===== src/logic/scr_pkg.sv =====
/*
  Package for the self-clocked converter readout host: timing constants,
  state encodings and the carrier structs shared by the host files.
  Assumes a 20 MHz host clock; times are in nanoseconds.
*/
`default_nettype none
package scr_pkg;
  // ---------------------------------------------------------------
  // Timing
  // ---------------------------------------------------------------
  localparam int CLK_PERIOD_NS         = 50;
  localparam int TRIGGER_HIGH_NS       = 100;   // Kept below trigger_high_max
  localparam int MSB_READY_NS          = 200;   // msb_ready_time, least wait
  localparam int TRIGGER_HIGH_CYC      = (TRIGGER_HIGH_NS / CLK_PERIOD_NS) < 1 ? 1
                                         : TRIGGER_HIGH_NS / CLK_PERIOD_NS;
  localparam int MSB_READY_CYC         = (MSB_READY_NS + CLK_PERIOD_NS - 1) / CLK_PERIOD_NS;
  localparam int SCLK_HALF_CYC         = 2;     // Serial clock half period
  localparam int BURST_PULSES          = 18;
  localparam int HEADER_BITS           = 3;
  localparam int RESULT_BITS           = 16;
  localparam int PHASES                = 3;
  localparam logic [2:0] HEADER_CODE   = 3'h2;  // 010
  // ---------------------------------------------------------------
  // Types
  // ---------------------------------------------------------------
  typedef enum logic [4:0]
  {
    SCR_IDLE  = 5'b0_0001,
    SCR_TRIG  = 5'b0_0010,
    SCR_WAIT  = 5'b0_0100,
    SCR_BURST = 5'b0_1000,
    SCR_DONE  = 5'b1_0000
  } scr_state_type;

  typedef struct packed
  {
    logic        valid;
    logic [15:0] data;
    logic [1:0]  phase;
    logic        header_ok;
  } scr_result_type;

  typedef struct packed
  {
    logic sclk;
    logic trigger;
  } scr_pins_type;
endpackage
`default_nettype wire


===== src/logic/scr_host.sv =====
/*
  Host controller for a self-clocked serial converter: raises the
  conversion trigger, waits the MSB-ready time, bursts 18 serial clock
  pulses and captures the header and 16-bit result on three phases.
  Assumes the converter data line is asynchronous to ref_clk_i.
*/
// Notes on behaviour
// - Host samples data on three phases spaced 90 degrees apart.
// - Host picks the phase whose capture holds the header one correctly.
// - Host drops the trigger before the maximum trigger-high time.
// - Host starts the clock burst only after MSB-ready time.
// - Host gives exactly 18 clock pulses per result before the deadline.
// - Host holds the serial clock high between bursts.
// - First result after power-up is discarded; cycle time must stay bounded.
// - Each converter gets its own alignment capture machine.
`default_nettype none
module scr_host
  import scr_pkg::*;
#(
  parameter int MSB_WAIT = MSB_READY_CYC
)
(
  // Clock and reset
  input  wire logic                 ref_clk_i,
  input  wire logic                 rst_n_i,
  // User request
  input  wire logic                 start_i,
  output logic                      busy_o,
  // Converter pins
  output scr_pkg::scr_pins_type     pins_o,
  input  wire logic                 data_i,
  // Result
  output scr_pkg::scr_result_type   result_o
);
  import scr_pkg::*;

  // ---------------------------------------------------------------
  // Data line synchroniser
  // ---------------------------------------------------------------
  logic data_meta;
  logic data_sync;

  // Two flops before any logic reads the pin
  always_ff @(posedge ref_clk_i or negedge rst_n_i)
  begin
    if (!rst_n_i)
    begin
      data_meta <= 1'b0;
      data_sync <= 1'b0;
    end
    else
    begin
      data_meta <= data_i;
      data_sync <= data_meta;
    end
  end

  // ---------------------------------------------------------------
  // Sequencer
  // ---------------------------------------------------------------
  scr_state_type state;
  scr_state_type next_state;
  logic [7:0]    count;
  logic [7:0]    next_count;
  logic [4:0]    pulses;
  logic [4:0]    next_pulses;
  logic [1:0]    sub;
  logic [1:0]    next_sub;
  logic          sclk;
  logic          next_sclk;
  logic          trigger;
  logic          next_trigger;
  logic          first_seen;
  logic          next_first_seen;
  logic [2:0]    phase_stb;
  logic          cap_start;
  logic          cap_finish;
  scr_result_type cap_result;

  // Next state of the sequencer
  always_comb
  begin
    next_state      = state;
    next_count      = count;
    next_pulses     = pulses;
    next_sub        = sub;
    next_sclk       = sclk;
    next_trigger    = trigger;
    next_first_seen = first_seen;
    phase_stb       = '0;
    cap_start       = 1'b0;
    cap_finish      = 1'b0;
    case (state)
      SCR_IDLE:
      begin
        next_sclk = 1'b1;
        if (start_i)
        begin
          next_trigger = 1'b1;
          next_count   = 8'(TRIGGER_HIGH_CYC - 1);
          cap_start    = 1'b1;
          next_state   = SCR_TRIG;
        end
      end
      SCR_TRIG:
      begin
        if (count == 8'h00)
        begin
          next_trigger = 1'b0;
          next_count   = 8'(MSB_WAIT);
          next_state   = SCR_WAIT;
        end
        else
          next_count = count - 8'h01;
      end
      SCR_WAIT:
      begin
        if (count == 8'h00)
        begin
          next_pulses = '0;
          next_sub    = '0;
          next_state  = SCR_BURST;
        end
        else
          next_count = count - 8'h01;
      end
      SCR_BURST:
      begin
        // Four host cycles per serial period: low, low, high, high
        next_sub = sub + 2'h1;
        if (sub == 2'h0)
          next_sclk = 1'b0;
        if (sub == 2'h2)
          next_sclk = 1'b1;
        // Three sample points across the period
        phase_stb[0] = (sub == 2'h1);
        phase_stb[1] = (sub == 2'h2);
        phase_stb[2] = (sub == 2'h3);
        if (sub == 2'h3)
        begin
          next_pulses = pulses + 5'h01;
          if (pulses == 5'(BURST_PULSES - 1))
            next_state = SCR_DONE;
        end
      end
      SCR_DONE:
      begin
        next_sclk       = 1'b1;
        cap_finish      = 1'b1;
        next_state      = SCR_IDLE;
      end
      default:
        next_state = SCR_IDLE;
    endcase
    // Arm only after the first captured word has gone by unflagged
    if (cap_result.valid)
      next_first_seen = 1'b1;
  end

  // Register the sequencer
  always_ff @(posedge ref_clk_i or negedge rst_n_i)
  begin
    if (!rst_n_i)
    begin
      state      <= SCR_IDLE;
      count      <= '0;
      pulses     <= '0;
      sub        <= '0;
      sclk       <= 1'b1;
      trigger    <= 1'b0;
      first_seen <= 1'b0;
    end
    else
    begin
      state      <= next_state;
      count      <= next_count;
      pulses     <= next_pulses;
      sub        <= next_sub;
      sclk       <= next_sclk;
      trigger    <= next_trigger;
      first_seen <= next_first_seen;
    end
  end

  // ---------------------------------------------------------------
  // Capture, one instance per converter
  // ---------------------------------------------------------------
  scr_phase_capture u_cap
  (
    .ref_clk_i   (ref_clk_i),
    .rst_n_i     (rst_n_i),
    .start_i     (cap_start),
    .phase_stb_i (phase_stb),
    .finish_i    (cap_finish),
    .data_i      (data_sync),
    .result_o    (cap_result)
  );

  // Outputs; the first result after power-up is never flagged valid
  always_comb
  begin
    result_o       = cap_result;
    result_o.valid = cap_result.valid & first_seen;
  end

  assign pins_o         = '{sclk: sclk, trigger: trigger};
  assign busy_o         = (state != SCR_IDLE);
endmodule
`default_nettype wire


===== src/logic/scr_phase_capture.sv =====
/*
  Per-converter alignment capture: samples the data line on three
  phases of the serial clock, finds the header one and assembles
  the result word from the phase that lands inside the valid window.
  Assumes data_i is already synchronised to ref_clk_i and that the
  phase strobes come from the burst generator in the same domain.
*/
`default_nettype none
module scr_phase_capture
  import scr_pkg::*;
(
  // Clock and reset
  input  wire logic                 ref_clk_i,
  input  wire logic                 rst_n_i,
  // Control from the burst generator and the synchronised data line
  input  wire logic                 start_i,
  input  wire logic [2:0]           phase_stb_i,
  input  wire logic                 finish_i,
  input  wire logic                 data_i,
  // Result
  output scr_pkg::scr_result_type   result_o
);
  import scr_pkg::*;

  localparam int SHW = HEADER_BITS + RESULT_BITS;

  logic [SHW-1:0] shift [PHASES];
  logic [SHW-1:0] next_shift [PHASES];
  scr_result_type result;
  scr_result_type next_result;

  // Pick the phase whose capture shows the full 010 header
  function automatic logic [1:0] pick_phase(input logic [2:0] ok);
    if (ok[1])
      pick_phase = 2'h1;
    else if (ok[0])
      pick_phase = 2'h0;
    else
      pick_phase = 2'h2;
  endfunction

  // ---------------------------------------------------------------
  // Shift registers, one per phase
  // ---------------------------------------------------------------
  genvar g;
  generate
    for (g = 0; g < PHASES; g++)
    begin : g_ph
      // Next shift value for this phase
      always_comb
      begin
        next_shift[g] = shift[g];
        if (start_i)
          next_shift[g] = '0;
        else if (phase_stb_i[g])
          next_shift[g] = {shift[g][SHW-2:0], data_i};
      end
      // Register the shift value
      always_ff @(posedge ref_clk_i or negedge rst_n_i)
      begin
        if (!rst_n_i)
          shift[g] <= '0;
        else
          shift[g] <= next_shift[g];
      end
    end
  endgenerate

  // ---------------------------------------------------------------
  // Phase selection and word assembly
  // ---------------------------------------------------------------
  always_comb
  begin
    logic [2:0] ok;
    logic [1:0] sel;
    ok = '0;
    sel = '0;
    next_result = result;
    next_result.valid = 1'b0;
    for (int p = 0; p < PHASES; p++)
      ok[p] = (shift[p][SHW-1 -: HEADER_BITS] == HEADER_CODE);
    sel = pick_phase(ok);
    if (finish_i)
    begin
      next_result.valid     = 1'b1;
      next_result.phase     = sel;
      next_result.header_ok = |ok;
      next_result.data      = shift[sel][RESULT_BITS-1:0];
    end
  end

  // Register the result
  always_ff @(posedge ref_clk_i or negedge rst_n_i)
  begin
    if (!rst_n_i)
      result <= '0;
    else
      result <= next_result;
  end

  assign result_o = result;
endmodule
`default_nettype wire


===== config.mk =====
export PLATFORM = sky130hd
export DESIGN_NAME = scr_host
export DESIGN_NICKNAME = d
export VERILOG_FILES = /design/src/logic/scr_pkg.sv /design/src/logic/scr_host.sv /design/src/logic/scr_phase_capture.sv
export SDC_FILE = /design/constraint.sdc
export NUM_CORES = 1
export LEC_CHECK = 0
export BUFFER_PORTS_ARGS = -buffer_cell sky130_fd_sc_hd__buf_2
export CAP_MARGIN = 10
export CORE_ASPECT_RATIO = 0.7
export CORE_MARGIN = 2
export CORE_UTILIZATION = 55
export DETAILED_ROUTE_END_ITERATION = 16
export PLACE_DENSITY = 0.73
export SLEW_MARGIN = 0
export SYNTH_ARGS = -nofsm -noshare
export SYNTH_HDL_FRONTEND = slang
export SYNTH_SLANG_ARGS = --single-unit

===== constraint.sdc =====
create_clock -name ref_clk_i -period 2.7 [get_ports ref_clk_i]
set_clock_uncertainty 0.15 [all_clocks]
set_input_delay 0.81 -clock ref_clk_i [delete_from_list [all_inputs] [get_ports ref_clk_i]]
set_output_delay 0.81 -clock ref_clk_i [all_outputs]
set_load 0.03 [all_outputs]

# [After elaboration in Yosys (flattened, before gate mapping)]
# Index checks and enable logic that the tools add are counted.
[word_totals] register_bits=102 output_inout_bits=23 elab_cells=96 input_bits=4
[op_classes] n_addsub=3 n_mux=37 reduce_logical=17 n_lt_le_gt_ge=1 n_bitwise=2 eq_ne=20
[op_table] operator="19-bit two-way mux" count=6
[op_table] operator="19-bit binary-select mux with 2-bit select" count=1
[op_table] operator="5-bit two-way mux" count=7
[op_table] operator="16-bit two-way mux" count=2
[op_table] operator="8-bit two-way mux" count=3
[op_table] operator="8-bit one-hot mux with 3 select lines" count=1
[op_table] operator="20-bit two-way mux" count=1
[op_table] operator="5-bit one-hot mux with 4 select lines" count=1
[op_table] operator="2-bit inequality test, second input constant" count=6
[op_table] operator="2-bit nonzero test" count=6
[op_table] operator="5-bit == test, second input constant" count=2
[op_table] operator="5-bit one-hot mux with 2 select lines" count=1
[op_table] operator="3-bit by 2-bit == test with 1-bit output, second input constant" count=3
[op_table] operator="3-bit AND reduction" count=3
[op_table] operator="8-bit logical NOT" count=1
[op_table] operator="8-bit by 1-bit subtractor with 8-bit output, second input constant" count=1
[op_table] operator="1-bit two-way mux" count=7
[op_table] operator="2-bit two-way mux" count=3
[op_table] operator="5-bit by 1-bit adder with 5-bit output, second input constant" count=1
[op_table] operator="5-bit by 1-bit == test with 1-bit output, second input constant" count=1
[op_table] operator="5-bit by 2-bit == test with 1-bit output, second input constant" count=1
[op_table] operator="5-bit by 3-bit == test with 1-bit output, second input constant" count=1
[op_table] operator="5-bit by 4-bit == test with 1-bit output, second input constant" count=1
[op_table] operator="5-bit by 1-bit inequality test with 1-bit output, second input constant" count=1
[op_table] operator="16 further kinds" count=19

# [Logic depth before layout (Yosys ltp)]
# Gate-level depths: netlist (run 1).
[logic_depth] depth_word=8 depth_mapped=7

# [Hierarchy]
# From an unflattened synthesis (run 1), not the netlist that was laid out.
[hier_totals] cells_unflattened=464 area_unflattened_um2=5049.8
[modules_own_cells] module="scr_phase_capture" area_each_um2=3473.3 seq_area_each_um2=1926.8 cells_each=305 n_inst=1
[modules_own_cells] module="scr_host" area_each_um2=1576.5 seq_area_each_um2=628.1 cells_each=159 n_inst=1

# [Worst setup path before layout (run 1)]
# No wires, ideal clock.
[synth_timing] path_type="flip-flop to flip-flop" start="register count[2]" end="register count[4]" path_buffers=0 stages_incl_launch_ff=6 path_slack_ns=0.268 setup_time_ns=0.126 t_arrival_ns=2.156 path_cell_list="dfrtp_1 > or4_4 > or4b_4 > a21o_1 > and3_4 > a221o_1"
[synth_between] elab_chain_cells=3
[synth_rtl] item="start, declared" line_no="scr_host.sv:63" rtl="logic [7:0] count;"
[synth_rtl] item="start signal, assigned" line_no="scr_host.sv:176" rtl="count <= next_count;"
[synth_rtl] item="8-bit by 1-bit subtractor with 8-bit output / 8-bit logical NOT (equally long branches)"
[synth_rtl] item="8-bit two-way mux (tied with other cells)" line_no="scr_host.sv:118" rtl="if (count == 8'h00)"
[synth_rtl] item="8-bit one-hot mux with 3 select lines / 3-bit AND reduction (equally long branches)"
# Parallel ways exist; a longest one is shown, timed or not. The select of a mux whose other input is x is not followed.
# A chain may end at the register's enable or synchronous reset.

# [Worst setup path after layout (run 1)]
[layout_timing] start="register state[3]" end="output busy_o"
[layout_between] elab_chain_cells=1
[layout_rtl] item="start, declared" line_no="scr_host.sv:61" rtl="scr_state_type state;"
[layout_rtl] item="start signal, assigned" line_no="scr_host.sv:175" rtl="state <= next_state;"
[layout_rtl] item="5-bit by 1-bit inequality test with 1-bit output" line_no="scr_host.sv:207" rtl="assign busy_o = (state != SCR_IDLE);"
[layout_rtl] item="end, declared" line_no="scr_host.sv:28" rtl="output logic busy_o,"
# Every way passes these cells.

==> run metrics, run 1 <==
status completed; critical path data required time 1740 ps; Post-Place Setup Slack 167 ps; Setup CP Type reg2out; Crit. End Element output pin; delay of the slowest cell on the worst path 430 ps; final max-slew violation count 0; clock buffer count from CTS 9; WP depth 3; mean area per synthesized cell 10.6 sq um; root buffer cell clkbuf_16; Top delay family on crit path simple AND/OR/NAND/NOR gates; origin of the critical flop-to-flop path count[2]; layout cell share with drive strength beyond 1 0.183; Remaining Overflow, GRT 0; TritonCTS clock tree done; area growth from synthesis to layout 12.4%; CTS sink cnt 102; buffer levels on the longest clock path 2; library cells used by synthesis 46; worst setup slack for register-to-register paths 160 ps; row count 27; count of final setup violators 0; post-synth design cell area 0.00460 sq mm; DR pass1 iterations 5; power density over the cells 767 mW/mm^2; Die ar. 0.00912 sq mm; antenna violations before repair 0; number of nets in the final layout 461; Placed Instance Area 0.00480 sq mm; routed len/inst 17.1 um; Hold Path Cell Cnt 0; DRT iter0 DRCs 389; most frequent standard cell in the layout excluding fill and tap cells dfrtp_1; path type of the worst min-delay path reg2reg; overall die width 113 um; I/O pin count 27; startpoint class of the critical path flop; R2R cell count 5; final worst path period share 0.980; n_diodes 0; worst-path cell with the longest stage delay dfrtp_1; proportion of register bits with asynchronous set or reset after synthesis 1.00; die height 80.5 um; register bit count reported by yosys 102; first-pass GRT wire length 16,300 um; area inside the core boundary 0.00797 sq mm; max capacitance violation total 0; Final GP Congestion 0.933; leading cell types in the layout, fill and taps excluded 99 x dfrtp_1, 48 x a22o_1, 44 x nand2_1, 37 x nor2_1, 31 x a21oi_1; H-tree lvl count 3; Max Clk Rate 0.378 GHz; Critical path origin state[3]; area of all placed cells without fillers 0.00517 sq mm; wire length after detailed routing 9510 um; Hold Slack 200 ps; worst path buffer plus inverter count 1; antenna viol nets, final 0; pin count of the biggest net entering global routing 42; critical path capture point busy_o; leakage power 2.40 nW; cell-by-cell listing of the critical path or3_4, or2_2, clkbuf_4; Rel. slew slack 0.483; Net Count, Synth 444; Max VDD drop 0.483 mV; Post-synth EDFFs 0; vias in the first global route 3,242; GRT Total Usage 0.230; via/cell ratio 6.00; primary flip-flop cell chosen by synthesis mapping dfrtp_1; total negative slack 0 ps; Yosys Warn Count 0; number of vias after detailed routing 3,328; clock network latency to the later pin of the worst-skew pair 340 ps; power consumption 3.96 mW; fraction of the core area covered by cells at the end of the flow 0.648; terminus of the critical flop-to-flop path count[4]; Post-route DRC 0; crit path DAT 1690 ps; Post-Layout Cell Count 555; post-layout worst setup margin 54.0 ps; clock period minus final worst setup slack 2650 ps; final hold violation count 0; synthesized instance count 432; Hold Crit Start data_meta; placed wire-length estimate 6500 um; Port Buffer Count 26; Initial Utilization 0.577; sequential area share after synthesis 0.556; actual transition at the worst max-transition pin 772 ps; register clock-pin slew on the reported worst setup and hold paths 70 ps; placed cells 537; crit-path max FO 5
[how the worst min path moves through the flow]
stage / to / slack, ps
finish: data_sync / 200
global route: data_sync / 200
CTS: data_sync / 200
detailed placement: data_sync / 190
global placement: data_sync / 190
floorplan: data_sync / 180
[worst reg2reg max path, cell delays in order, from the launching register on]
cell,delay (ps)
dfrtp_1,420
or4_4,570
or4b_4,540
a21o_1,250
and3_4,200
a221o_1,300
[area by class of cell]
type	instances	area, sq um
tap	101	126
sequential	102	2560
clock buffer	10	229
fill	626	2800
multi-input combinational	279	1790
clock inverter	6	118
inverter	11	41.3
timing repair buffer	46	310
[repair_timing]
action                                  4_1_cts  5_1_grt
buffers inserted                              0        2
endpoints found under the setup margin        0        1
gates resized for setup                       0        3
hold buffers                                  0        0
[cell usage after synthesis (7+ instances only)]
library cell / number / area [sq um]
nand3_1: 7 / 35.0
ha_1: 8 / 100
clkbuf_1: 14 / 52.6
a22o_1: 48 / 420
inv_1: 11 / 41.3
buf_4: 21 / 158
o21ai_0: 27 / 135
dfrtp_1: 100 / 2500
nor2_1: 37 / 139
a21oi_1: 32 / 160
nand2_1: 44 / 165
mux2i_1: 17 / 170
[logic make-up (layout without fill, tap and decap cells)]
family                     count (synthesis)  count (layout)  synth area share
buffers and inverters                     51              73            0.0596
DFF                                      102             102             0.556
xor gates and xnor gates                   4               4           0.00762
AOI/OAI and AO/OA                        124             124             0.186
and+or+nand+nor                          124             124             0.127
adders and majority gates                  8               8            0.0218
muxes                                     19              19            0.0419
[sequential cells by signal, indices dropped and copies added, names as in the netlist, 2 cells and up]
name / count
u_cap.shift: 57
u_cap.result_o: 20
count: 8
pulses: 5
state: 5
sub: 2
[power by group]
group	internal, mW	switching [mW]	leakage [nW]
Clock	0.916	0.574	0.165
Combinational	0.309	0.492	0.839
Sequential	1.60	0.0718	1.40
Total	2.83	1.14	2.40
[metal layers]
layer | GRT usage | routed length (um) | share of wire
met3 | 0.0619 | 499 | 0.052
met1 | 0.349 | 4900 | 0.51
met4 | 0.0524 | 74 | 0.0078
met2 | 0.331 | 4040 | 0.42
met5 | 0 | 0 | 0
No activity file was read; power rests on OpenSTA's default activity.
==> inputs of run 2 (changes only) <==
--- a/config.mk
+++ b/config.mk
@@ -7,7 +7,7 @@
 export LEC_CHECK = 0
 export BUFFER_PORTS_ARGS = -buffer_cell sky130_fd_sc_hd__buf_2
 export CAP_MARGIN = 10
-export CORE_ASPECT_RATIO = 0.7
+export CORE_ASPECT_RATIO = 1.75
 export CORE_MARGIN = 2
 export CORE_UTILIZATION = 55
 export DETAILED_ROUTE_END_ITERATION = 16
==> run 2 against run 1 <==
  * Largest cell class unchanged
  * Fmax decreased by 0.25%
  * Die area increased by 0.19%
  * Wire length shrank 2.1%
  * Design area decreased by 1.4%
  * First-iteration DRC count shrank 53%
  * Global-route usage shrank 0.64 points
  * Sequential power about the same
  * Combinational power down 2%
  * Critical path depth did not move
  * Flip-flop and latch count unchanged
  * Hold slack got worse by 0.67 ps
==> run metrics, run 2 (synthesis results as in run 1) <==
number of vias after detailed routing 3,307 (was 3,328); GRT Total Usage 0.224 (was 0.230); layout cell share with drive strength beyond 1 0.189 (was 0.183); RSZ-0062 raised after global routing no; leading cell types in the layout, fill and taps excluded 98 x dfrtp_1, 48 x a22o_1, 44 x nand2_1, 37 x nor2_1, 31 x a21oi_1 (was 99 x dfrtp_1, 48 x a22o_1, 44 x nand2_1, 37 x nor2_1, 31 x a21oi_1); CTS sink cnt 102 (unchanged); row count 44 (was 27); delay of the slowest cell on the worst path 430 ps (about the same); crit-path max FO 5 (unchanged); largest reg by FF count u_cap.shift (unchanged); leakage power 2.38 nW (was 2.40 nW); clock period minus final worst setup slack 2650 ps (about the same); TritonCTS clock tree done (unchanged); n_diodes 0 (unchanged); Die ar. 0.00914 sq mm (was 0.00912 sq mm); routed len/inst 17.0 um (was 17.1 um); actual transition at the worst max-transition pin 836 ps (was 772 ps); path type of the worst min-delay path in2async (was reg2reg); Critical path origin state[3] (unchanged); vias in the first global route 3,242 (unchanged); Port Buffer Count 26 (unchanged); clock network latency to the later pin of the worst-skew pair 350 ps (was 340 ps); antenna violations before repair 0 (unchanged); Hold Slack 199 ps (was 200 ps); root buffer cell clkbuf_16 (unchanged); Setup CP Type reg2out (unchanged); max capacitance violation total 0 (unchanged); overall die width 73.1 um (was 113 um); Top delay family on crit path simple AND/OR/NAND/NOR gates (unchanged); I/O pin count 27 (unchanged); startpoint class of the critical path flop (unchanged); via/cell ratio 6.03 (was 6.00); number of nets in the final layout 463 (was 461); total negative slack 0 ps (unchanged); area of all placed cells without fillers 0.00510 sq mm (was 0.00517 sq mm); wire length after detailed routing 9310 um (was 9510 um); clock buffer count from CTS 9 (unchanged); H-tree lvl count 3 (unchanged); Remaining Overflow, GRT 0 (unchanged); Max VDD drop 0.647 mV (was 0.483 mV); count of final setup violators 0 (unchanged); Max Clk Rate 0.377 GHz (was 0.378 GHz); die height 125 um (was 80.5 um); area growth from synthesis to layout 10.8% (was 12.4%); antenna viol nets, final 0 (unchanged); pin count of the biggest net entering global routing 42 (unchanged); origin of the critical flop-to-flop path count[2] (unchanged); area inside the core boundary 0.00820 sq mm (was 0.00797 sq mm); Crit. End Element output pin (unchanged); final max-slew violation count 0 (unchanged); DR pass1 iterations 4 (was 5); buffer levels on the longest clock path 2 (unchanged); status completed (unchanged); cell-by-cell listing of the critical path or3_4, or2_2, clkbuf_4 (unchanged); CTS hold repair buffers 0 (unchanged); first-pass GRT wire length 15,600 um (was 16,300 um); worst-path cell with the longest stage delay dfrtp_2 (was dfrtp_1); DRT iter0 DRCs 184 (was 389); register clock-pin slew on the reported worst setup and hold paths 70 ps (about the same); most frequent standard cell in the layout excluding fill and tap cells dfrtp_1 (unchanged); Rel. slew slack 0.440 (was 0.483); Post-Place Setup Slack 172 ps (was 167 ps); post-layout worst setup margin 47.4 ps (was 54.0 ps); power density over the cells 719 mW/mm^2 (was 767 mW/mm^2); Final GP Congestion 0.858 (was 0.933); Placed Instance Area 0.00477 sq mm (was 0.00480 sq mm); final worst path period share 0.982 (was 0.980); worst path buffer plus inverter count 1 (unchanged); critical path data required time 1740 ps (about the same); crit path DAT 1690 ps (about the same); Post-route DRC 0 (unchanged); placed wire-length estimate 6580 um (was 6500 um); number of flip-flops in the largest register 57 (unchanged); final hold violation count 0 (unchanged); Initial Utilization 0.561 (was 0.577)
==> run 2: changes by cell type in the layout (fill, tap and decap cells not counted), sizes merged <==
cell    previous run  this run
buf               45        47
inv               13        11
clkinv             0         4
clkbuf            11        12
bufinv             3         0
==> run 2: path summary, 6_finish.rpt <==
kind / to / slack, ps / cells after the start
worst max-delay path: busy_o / 50 / 3
worst min-delay path: u_cap.shift[37] / 200 / 1
worst max register to register: count[4] / 150 / 5
worst min register to register: data_sync / 200 / 0
max in group asynchronous: state[0] / 1550 / 2
min in group ref_clk_i: data_sync / 200 / 0
==> run 2: final cells by class <==
type                            count  area [sq um]
Clock inverter                      5          35.0
Inverter                           11          41.3
Fill cell                         665          3110
Clock buffer                       11           243
Sequential cell                   102          2560
Tap cell                           92           115
Multi-Input combinational cell    279          1790
Timing Repair Buffer               48           317
==> run 2: power by group <==
group | internal, mW | leakage (nW) | switching [mW]
logic | 0.305 | 0.848 | 0.483
registers | 1.60 | 1.40 | 0.0773
clock network | 0.650 | 0.135 | 0.546
==> run 2: worst register-to-register path, delay by kind of cell, from the launching register on <==
kind               cells  cell delay [ps]
DFF                    1              430
and+or+nand+nor        3             1310
AOI/OAI and AO/OA      2              540
==> run 2: metal layers <==
metal / GRT usage / vias to the layer above / wire length (um)
met5: 0 / - / 0
met4: 0.164 / 0 / 631
met3: 0.0483 / 37 / 269
met2: 0.351 / 76 / 4710
met1: 0.262 / 1642 / 3710
li1: - / 1552 / -
==> run 2: stage by stage <==
stage          power, mW   util  std cells
3_5_place_dp        2.47  0.582        528
6_report            3.66  0.621        548
3_3_place_gp        2.45  0.582        528
5_1_grt             3.85  0.621        548
2_1_floorplan       2.23      -        432
4_1_cts             3.67  0.617        544
==> run 2: repair_timing <==
action / 4_1_cts / 5_1_grt
endpoints found under the setup margin: 1 / 1
setup buffers: 0 / 3
gates resized for setup: 1 / 3
==> inputs of run 3 (changes only) <==
--- a/config.mk
+++ b/config.mk
@@ -7,12 +7,10 @@
 export LEC_CHECK = 0
 export BUFFER_PORTS_ARGS = -buffer_cell sky130_fd_sc_hd__buf_2
 export CAP_MARGIN = 10
-export CORE_ASPECT_RATIO = 1.75
+export CORE_ASPECT_RATIO = 1.2
 export CORE_MARGIN = 2
-export CORE_UTILIZATION = 55
+export CORE_UTILIZATION = 40
 export DETAILED_ROUTE_END_ITERATION = 16
-export PLACE_DENSITY = 0.73
-export SLEW_MARGIN = 0
 export SYNTH_ARGS = -nofsm -noshare
 export SYNTH_HDL_FRONTEND = slang
 export SYNTH_SLANG_ARGS = --single-unit
==> run 3 against run 2 <==
  * Largest cell class unchanged
  * Critical endpoint unchanged
  * Utilization fell by 16 points
  * Sequential share of layout area fell by 0.49 points
  * Die area rose by 35%
==> run metrics, run 3 (synthesis results as in run 1) <==
status completed (unchanged); n_diodes 0 (unchanged); count of final setup violators 0 (unchanged); I/O pin count 27 (unchanged); CTS hold repair buffers 0 (unchanged); path type of the worst min-delay path reg2reg (was in2async); RSZ-0062 raised after global routing no (unchanged); leakage power 2.35 nW (was 2.38 nW); clock buffer count from CTS 9 (unchanged); Setup CP Type reg2out (unchanged); area inside the core boundary 0.0111 sq mm (was 0.00820 sq mm); row count 42 (was 44); Initial Utilization 0.413 (was 0.561); worst setup slack for register-to-register paths 130 ps (was 150 ps); Post-Place Setup Slack 163 ps (was 172 ps); most frequent standard cell in the layout excluding fill and tap cells dfrtp_1 (unchanged); Post-route DRC 0 (unchanged); terminus of the critical flop-to-flop path count[4] (unchanged); number of nets in the final layout 457 (was 463); pin count of the biggest net entering global routing 56 (was 42); CTS sink cnt 102 (unchanged); number of vias after detailed routing 3,149 (was 3,307); startpoint class of the critical path flop (unchanged); Crit. End Element output pin (unchanged); endpoint with the worst hold slack data_sync; crit path DAT 1700 ps (was 1690 ps); final worst path period share 0.987 (was 0.982); max capacitance violation total 0 (unchanged); total negative slack 0 ps (unchanged); Max Clk Rate 0.375 GHz (was 0.377 GHz); register clock-pin slew on the reported worst setup and hold paths 70 ps (about the same); root buffer cell clkbuf_16 (unchanged); final max-slew violation count 0 (unchanged); area of combinational cells with multiple inputs 0.00179 sq mm (unchanged); DR pass1 iterations 5 (was 4); crit-path max FO 6 (was 5); clock network latency to the later pin of the worst-skew pair 340 ps (was 350 ps); register cell area after layout 0.00256 sq mm (about the same); Port Buffer Count 26 (unchanged); Hold Crit Start data_meta; filler instances 1,084 (was 665); fraction of the core area covered by cells at the end of the flow 0.462 (was 0.621); actual transition at the worst max-transition pin 1220 ps (was 836 ps); antenna viol nets, final 0 (unchanged); origin of the critical flop-to-flop path count[2] (unchanged); number of flip-flops in the largest register 57 (unchanged); antenna violations before repair 0 (unchanged); leading cell types in the layout, fill and taps excluded 99 x dfrtp_1, 48 x a22o_1, 44 x nand2_1, 37 x nor2_1, 31 x a21oi_1 (was 98 x dfrtp_1, 48 x a22o_1, 44 x nand2_1, 37 x nor2_1, 31 x a21oi_1); buffer levels on the longest clock path 2 (unchanged); routed len/inst 15.7 um (was 17.0 um); placed cells 587 (was 528); placed wire-length estimate 6340 um (was 6580 um); Post-Layout Cell Count 604 (was 548); TritonCTS clock tree done (unchanged); Rel. slew slack 0.182 (was 0.440); layout cell share with drive strength beyond 1 0.176 (was 0.189); first-pass GRT wire length 15,900 um (was 15,600 um); Remaining Overflow, GRT 0 (unchanged); via/cell ratio 5.21 (was 6.03); vias in the first global route 3,155 (was 3,242); wire length after detailed routing 9460 um (was 9310 um); DRT iter0 DRCs 180 (was 184); final hold violation count 0 (unchanged); largest reg by FF count u_cap.shift (unchanged); H-tree lvl count 3 (unchanged); Final GP Congestion 0.829 (was 0.858); Die ar. 0.0124 sq mm (was 0.00914 sq mm); critical path data required time 1740 ps (about the same); post-layout worst setup margin 36.1 ps (was 47.4 ps); Max VDD drop 0.362 mV (was 0.647 mV); Hold Path Cell Cnt 0; R2R cell count 5 (unchanged); power density over the cells 728 mW/mm^2 (was 719 mW/mm^2); GRT Total Usage 0.164 (was 0.224); die height 121 um (was 125 um); overall die width 102 um (was 73.1 um); area growth from synthesis to layout 11.9% (was 10.8%); clock period minus final worst setup slack 2660 ps (was 2650 ps)
## run 3: cell types whose count changed in the layout (fill, tap and decap cells not counted), moves of 2 or more
| cell | previous run | this run |
|---|---|---|
| buf_4 | 21 | 16 |
| clkinvlp_4 | 1 | 4 |
| clkinv_2 | 2 | 0 |
| clkinv_4 | 2 | 0 |
## run 3: what timing repair did
action                     CTS  global route
setup endpoints to repair    0             1
buffers inserted             0             1
gates resized for setup      0             2
## run 3: cell type report
cell class	count	share of cell area
clock buffers	10	0.0445
flip-flops and latches	102	0.497
well taps	154	0.0375
multi-input cells	279	0.348
inverters	11	0.00803
clock inverters	6	0.0139
repair buffers	42	0.0516
## run 3: worst max-delay path by stage
stage          startpoint  slack (ps)       end  cells past startpoint
2_1_floorplan    count[2]         270  count[4]                      5
3_3_place_gp     count[2]         220  count[4]                      5
3_5_place_dp     count[2]         160  count[4]                      5
4_1_cts          state[3]           3    busy_o                      3
5_1_grt          state[2]           5    busy_o                      3
6_report         state[2]          40    busy_o                      3
## run 3: metrics by stage
stage	hold WS, ps	total power, mW	area [sq um]
finish	199	3.74	5140
global route	215	3.94	5140
CTS	203	3.78	5130
detailed placement	187	2.46	4830
global placement	183	2.44	4830
floorplan	181	2.23	4600
## run 3: worst max-delay path, stage by stage (launching register included)
cell     delay [ps]
dfrtp_2         450
or3_4           410
or2_2           320
buf_2           190
## run 3: per-layer routing
metal	global-route usage	vias to the layer above	part of all wire
met5	0	-	0
met1	0.231	1549	0.49
li1	-	1538	-
met3	0.0265	8	0.027
met2	0.258	54	0.47
met4	0.0517	0	0.011
## run 3: power by group
part | internal, mW | switching [mW]
logic | 0.282 | 0.479
registers | 1.60 | 0.0765
clock network | 0.726 | 0.578
